`config.mk`:
```
export PLATFORM = sky130hd
export DESIGN_NAME = hpb_port
export DESIGN_NICKNAME = d
export VERILOG_FILES = /design/src/rtl/hpb_pkg.sv /design/src/rtl/hpb_port.sv
export SDC_FILE = /design/constraint.sdc
export NUM_CORES = 1
export LEC_CHECK = 0
export BUFFER_PORTS_ARGS = -buffer_cell sky130_fd_sc_hd__buf_4
export CORE_AREA = 10 10 66 68
export CTS_BUF_LIST = sky130_fd_sc_hd__clkbuf_4 sky130_fd_sc_hd__clkbuf_8
export CTS_CLUSTER_DIAMETER = 40
export CTS_CLUSTER_SIZE = 10
export DETAILED_ROUTE_END_ITERATION = 6
export DIE_AREA = 0 0 76 78
export HOLD_SLACK_MARGIN = 0.08
export PLACE_DENSITY = 0.85
export SYNTH_ARGS = -nofsm -noshare
export SYNTH_HDL_FRONTEND = slang
export SYNTH_SLANG_ARGS = --single-unit
```
`constraint.sdc`:
```
create_clock -name i_clk_sys -period 1.5 [get_ports i_clk_sys]
set_input_delay 0.15 -clock i_clk_sys [delete_from_list [all_inputs] [get_ports i_clk_sys]]
set_output_delay 0.15 -clock i_clk_sys [all_outputs]
set_load 0.02 [all_outputs]
```
`src/rtl/hpb_pkg.sv`:
```
// hpb_pkg: shared constants and carrier types for the host parallel bus port
// assumes: 8-bit data bus, 7-bit register index
package hpb_pkg;
    localparam int DATA_W = 8;
    localparam int INDEX_W = 7;
    localparam logic STYLE_SEPARATE = 1'b0;
    localparam logic STYLE_STROBE = 1'b1;
    localparam logic POL_ENABLE_HIGH = 1'b0;
    localparam logic POL_STROBE_LOW = 1'b1;
    localparam logic [7:0] DATA_RESET = 8'h00;
    localparam logic [6:0] INDEX_RESET = 7'h00;

    // pin group as seen from the host bus
    typedef struct packed {
        logic cs_n;
        logic dma_grant_n;
        logic bus_control_strobe_in;
        logic bus_direction_in;
        logic bus_style_select;
        logic strobe_polarity_select;
        logic [INDEX_W-1:0] register_index;
        logic [DATA_W-1:0] host_data_in;
    } hpb_pins_t;

    // one register or fifo access toward the core
    typedef struct packed {
        logic reg_wr;
        logic reg_rd;
        logic fifo_wr;
        logic fifo_rd;
        logic [INDEX_W-1:0] index;
        logic [DATA_W-1:0] wdata;
    } hpb_access_t;

    typedef enum logic [1:0] {
        HPB_IDLE = 2'b00,
        HPB_READ = 2'b01,
        HPB_WRITE = 2'b10
    } hpb_state_t;
endpackage

```
`src/rtl/hpb_port.sv`:
```
// hpb_port: device-side slave port for an 8-bit demultiplexed host bus
// assumes: pins synchronous to i_clk_sys; core returns read data each cycle
`timescale 1ns/1ps
module hpb_port (
    input wire logic i_clk_sys,
    input wire logic i_rst,
    input wire logic i_ce,
    input wire hpb_pkg::hpb_pins_t i_pins,
    input wire logic [7:0] i_reg_rdata,
    input wire logic [7:0] i_fifo_rdata,
    output logic [7:0] o_host_data_lines,
    output logic o_host_data_oe,
    output hpb_pkg::hpb_access_t o_access
);

    ////////////////////////////////////////////////////////////////////////
    // strobe decode
    logic rd_act;
    logic wr_act;
    logic sel_reg;
    logic sel_dma;
    logic strobe_on;

    always_comb begin
        // pins are levels sampled on the clock, no edge detect here
        // so a strobe held for many cycles still gives one access
        // strobe polarity
        if (i_pins.strobe_polarity_select == hpb_pkg::POL_ENABLE_HIGH) begin
            strobe_on = i_pins.bus_control_strobe_in;
        end else begin
            strobe_on = ~i_pins.bus_control_strobe_in;
        end
        if (i_pins.bus_style_select == hpb_pkg::STYLE_STROBE) begin
            rd_act = strobe_on & i_pins.bus_direction_in;
            wr_act = strobe_on & ~i_pins.bus_direction_in;
        end else begin
            rd_act = ~i_pins.bus_control_strobe_in;
            wr_act = ~i_pins.bus_direction_in;
        end
        // separate style: read wins if both strobes are low at once
        // chip select low wins over a dma grant seen at the same time
        // chip select gates register access
        sel_reg = ~i_pins.cs_n;
        sel_dma = ~i_pins.dma_grant_n & i_pins.cs_n;
    end

    ////////////////////////////////////////////////////////////////////////
    // access state
    hpb_pkg::hpb_state_t state;
    hpb_pkg::hpb_state_t next_state;
    logic [7:0] dout;
    logic [7:0] next_dout;
    logic oe;
    logic next_oe;
    hpb_pkg::hpb_access_t acc;
    hpb_pkg::hpb_access_t next_acc;

    always_comb begin
        next_state = state;
        next_dout = dout;
        next_oe = 1'b0;
        next_acc = '0;
        // one access per strobe: the machine parks in read or write
        // until the strobe or the select goes away, then idles a cycle
        // access fields are single-cycle pulses, cleared by default
        case (state)
            hpb_pkg::HPB_IDLE: begin
                if ((sel_reg | sel_dma) & rd_act) begin
                    next_state = hpb_pkg::HPB_READ;
                    next_acc.reg_rd = sel_reg;
                    next_acc.fifo_rd = sel_dma;
                    next_acc.index = sel_reg ? i_pins.register_index : hpb_pkg::INDEX_RESET;
                end else if ((sel_reg | sel_dma) & wr_act) begin
                    next_state = hpb_pkg::HPB_WRITE;
                    next_acc.reg_wr = sel_reg;
                    next_acc.fifo_wr = sel_dma;
                    next_acc.index = sel_reg ? i_pins.register_index : hpb_pkg::INDEX_RESET;
                    next_acc.wdata = i_pins.host_data_in;
                end
            end
            hpb_pkg::HPB_READ: begin
                if ((sel_reg | sel_dma) & rd_act) begin
                    next_dout = sel_reg ? i_reg_rdata : i_fifo_rdata;
                    next_oe = 1'b1;
                end else begin
                    next_state = hpb_pkg::HPB_IDLE;
                end
            end
            hpb_pkg::HPB_WRITE: begin
                if (!((sel_reg | sel_dma) & wr_act)) begin
                    next_state = hpb_pkg::HPB_IDLE;
                end
            end
            default: begin
                next_state = hpb_pkg::HPB_IDLE;
            end
        endcase
    end

    always_ff @(posedge i_clk_sys) begin
        if (i_rst) begin
            state <= hpb_pkg::HPB_IDLE;
            dout <= hpb_pkg::DATA_RESET;
            oe <= 1'b0;
            acc <= '0;
        // clock enable low holds every register, reset still wins
        end else if (i_ce) begin
            state <= next_state;
            dout <= next_dout;
            oe <= next_oe;
            acc <= next_acc;
        end
    end

    // outputs come straight from the registers above
    assign o_host_data_lines = dout;
    assign o_host_data_oe = oe;
    assign o_access = acc;
endmodule

```
==> impl_metrics.toml <==
[sta]
report.final.hold_viol_count = 0
timing.final.max_slew_violations = 0
clock.fmax_mhz = 725
period_needed_ns = 1.38
clock-skew-final_ns = 0.0105
timing.max_slew.rel_slack = 0.290
fin_worst_hold_slack_ns = 0.212
worst-slew-pin-transition_ns = 1.06
setup_failing_eps_final = 0
rsz0062_at_grt = "false"
setup_total_negative_slack_ns = 0
period_share = 0.920

[synth]
netlist_top_cells_area = "sky130_fd_sc_hd__dfxtp_1 (48%), sky130_fd_sc_hd__a22o_1 (11%), sky130_fd_sc_hd__a211oi_2 (8.0%)"
synth.yosys.seq_area_share = 0.482
synth-seq-cells = 30
mappedNetlistNets = 156
synth_largest_area_cell = "sky130_fd_sc_hd__dfxtp_1"
netlist_area_um2 = 1240
ys_warn_count = 0
synth.avg_cell_area_um2 = 10.7
syn-instance-count = 116
yosysTopAreaCellShare = 0.482
netlist-cell-type-count = 30

[power_and_ir_drop]
p_sw_mw = 0.417
power_density_nw_per_um2 = 870
max-vdd-ir-drop_uv = 492
clkPwrFrac = 0.365
power_switching_share = 0.233
share_comb_of_total_power = 0.172
seqPwrFrac = 0.464
internal-power_mw = 1.37
leakage_nw = 0.935

[clock_network]
cts_tree = "yes"
htreeDepth = 2
cts.reportedPaths.clkPinSlew_ns = 0.09
cts_num_sinks = 30
cts.path.max_buffers = 2
clockRootBuffer = "sky130_fd_sc_hd__clkbuf_4"
tritoncts.num_buffers = 5
worst_skew_pair.late_latency_ns = 0.32
post-cts-setup-buffers = 0

[worst_setup_path]
r2r_cells = 4
crit_reg_reg_startpoint = "state[1]$_SDFFE_PP0P_"
critical_path_required_ns = 1.76
setup.worst_path.start = "state[1]$_SDFFE_PP0P_"
crit_path_start_kind = "register"
arrival_ns = 1.64
sort_of_element_at_the_end_of_the_critical_path = "register"
crit_end = "o_access[14]$_SDFFE_PP0P_"
setup.reg_to_reg.worst_slack_ns = 0.12
critical_path_class = "reg2reg"
critPathMaxFanout = 7
reg2reg_to = "o_access[14]$_SDFFE_PP0P_"

[layout]
post_route_cells_drive_above_1_share = 0.449
final.fill_count = 240
insertedDiodeCount = 0
num-nets-final = 244
layout_commonest_cell = "sky130_fd_sc_hd__buf_4"
layout-area-overhead-vs-synth_pct = 65.1
area_occupied_by_multi_input_gates_um2 = 603
mostFrequentLayoutCells = "sky130_fd_sc_hd__buf_4 (73), sky130_fd_sc_hd__dfxtp_1 (30), sky130_fd_sc_hd__a22o_1 (16), sky130_fd_sc_hd__dlygate4sd3_1 (16), sky130_fd_sc_hd__a21oi_1 (10)"
register_area_um2 = 601

[drt]
drc = 0
drtPass1Iterations = 4
via_count = 1311
routed_wire_length_per_instance_um = 17.2
dr.first_iter.drc_count = 70
detail-route-antenna-nets = 0
average_vias_per_placed_instance = 5.22
wl_mm = 4.33

[global_route]
grtUsageTotal = 0.138
number_of_antenna_violations_at_the_first_check_in_global_routing = 0
grt_pass1_wl_mm = 6.71
overflow = 0
grt_start_max_net_pins = 18
vias_in_the_first_global_route = 1387

[status]
status = "finished clean"

[placed_design]
estimated_wirelength_of_the_detail_placed_design_mm = 3.19
place_congestion = 0.764
io_buffers = 67

[die]
chipWidth_um = 76
starting_utilization_of_the_core_area = 0.392
fp-row-count = 21
design.die.area_um2 = 5930
pin_count = 68
overall_die_height_um = 78
coreArea_um2 = 3180

[min_path]
hold_class = "in2reg"

[flow_run]
max_cap_viol_count = 0
## metal layers
metal | part of all wire | up-vias | global-route usage | wire [µm]
met4 | 0.026 | 0 | 0.0795 | 112
met1 | 0.39 | 635 | 0.142 | 1690
met5 | 0 | - | 0 | 0
met2 | 0.54 | 44 | 0.253 | 2340
met3 | 0.043 | 10 | 0.0323 | 185
li1 | - | 622 | - | -
## how the worst min path moves through the flow
stage,endpoint,cells after the start,slack [ns],startpoint
2_1_floorplan,o_access[0]$_SDFFE_PP0P_,1,0.28,i_pins[0]
3_3_place_gp,o_access[3]$_SDFFE_PP0P_,2,0.36,i_pins[3]
3_5_place_dp,o_access[5]$_SDFFE_PP0P_,2,0.36,i_pins[5]
4_1_cts,o_host_data_lines[4]$_SDFFE_PP0P_,3,0.19,i_reg_rdata[4]
5_1_grt,o_host_data_lines[4]$_SDFFE_PP0P_,3,0.18,i_reg_rdata[4]
6_report,o_host_data_lines[4]$_SDFFE_PP0P_,3,0.21,i_reg_rdata[4]
## Yosys cell counts
cell type,n
sky130_fd_sc_hd__o211ai_1,1
sky130_fd_sc_hd__a22o_1,16
sky130_fd_sc_hd__o21ai_1,1
sky130_fd_sc_hd__and2_1,1
sky130_fd_sc_hd__nand4b_1,1
sky130_fd_sc_hd__a21o_1,1
sky130_fd_sc_hd__a22oi_1,4
sky130_fd_sc_hd__xnor2_1,1
sky130_fd_sc_hd__nor2b_1,2
sky130_fd_sc_hd__a32o_1,1
sky130_fd_sc_hd__nor2_1,8
sky130_fd_sc_hd__buf_2,5
sky130_fd_sc_hd__o211a_2,1
sky130_fd_sc_hd__buf_6,1
sky130_fd_sc_hd__and3_1,3
sky130_fd_sc_hd__nor3_1,1
sky130_fd_sc_hd__dfxtp_1,30
sky130_fd_sc_hd__nor4b_1,1
sky130_fd_sc_hd__inv_1,1
sky130_fd_sc_hd__nor4_1,1
sky130_fd_sc_hd__a32oi_1,1
sky130_fd_sc_hd__nand2_1,2
sky130_fd_sc_hd__mux2i_1,8
sky130_fd_sc_hd__a21oi_1,10
sky130_fd_sc_hd__a21boi_0,1
sky130_fd_sc_hd__a211oi_2,8
sky130_fd_sc_hd__clkbuf_1,1
sky130_fd_sc_hd__nand2b_1,2
sky130_fd_sc_hd__buf_1,1
sky130_fd_sc_hd__a221oi_2,1
## through the flow
step                setup slack (ns)  total power [mW]  cells  area [µm²]  utilization
finish                         0.121              1.79    251        2060        0.647
global route                  0.0478              1.88    251        2060        0.647
CTS                           0.0617              1.81    251        2050        0.645
detailed placement            0.0808              1.12    227        1810        0.568
global placement               0.129              1.10    227        1810        0.568
floorplan                      0.233             0.972    116        1240            -
## power groups by stage
| stage | Sequential [mW] | Combinational [mW] | Clock (mW) |
|---|---|---|---|
| floorplan | 0.867 | 0.105 | 0 |
| global placement | 0.847 | 0.257 | 0 |
| detailed placement | 0.848 | 0.268 | 0 |
| CTS | 0.829 | 0.302 | 0.673 |
| global route | 0.832 | 0.329 | 0.718 |
| finish | 0.830 | 0.307 | 0.652 |
## timing repair
action,in CTS,in global routing
hold buffers,16,0
hold endpoints to repair,16,0
resized for setup,0,1
setup endpoints to repair,0,7
## registers in the layout, summed over array words and instances (netlist names)
name	cells
o_access	19
o_host_data_lines	8
state	2
o_host_data_oe	1
## final cells by class
type                    instances  area share
multi-input cells              77       0.293
well taps                      46      0.0280
inverters                       1     0.00183
flip-flops and latches         30       0.292
clock buffers                   7      0.0256
repair buffers                 89       0.344
clock inverters                 1      0.0146
## kinds of logic after synthesis
| family | share of synthesized area |
|---|---|
| XOR/XNOR | 0.00704 |
| AO/OA/AOI/OAI | 0.315 |
| AND/OR/NAND/NOR | 0.0935 |
| multiplexers | 0.0643 |
| buffers and inverters | 0.0382 |
| flip-flops | 0.482 |
## critical path: stages (launching register included)
cell and delay [ns]:
sky130_fd_sc_hd__dfxtp_1 0.34, sky130_fd_sc_hd__nand2b_1 0.22, sky130_fd_sc_hd__nor4_2 0.27, sky130_fd_sc_hd__o211a_2 0.33, sky130_fd_sc_hd__a22o_1 0.16
No activity file was read; power rests on OpenSTA's default activity.
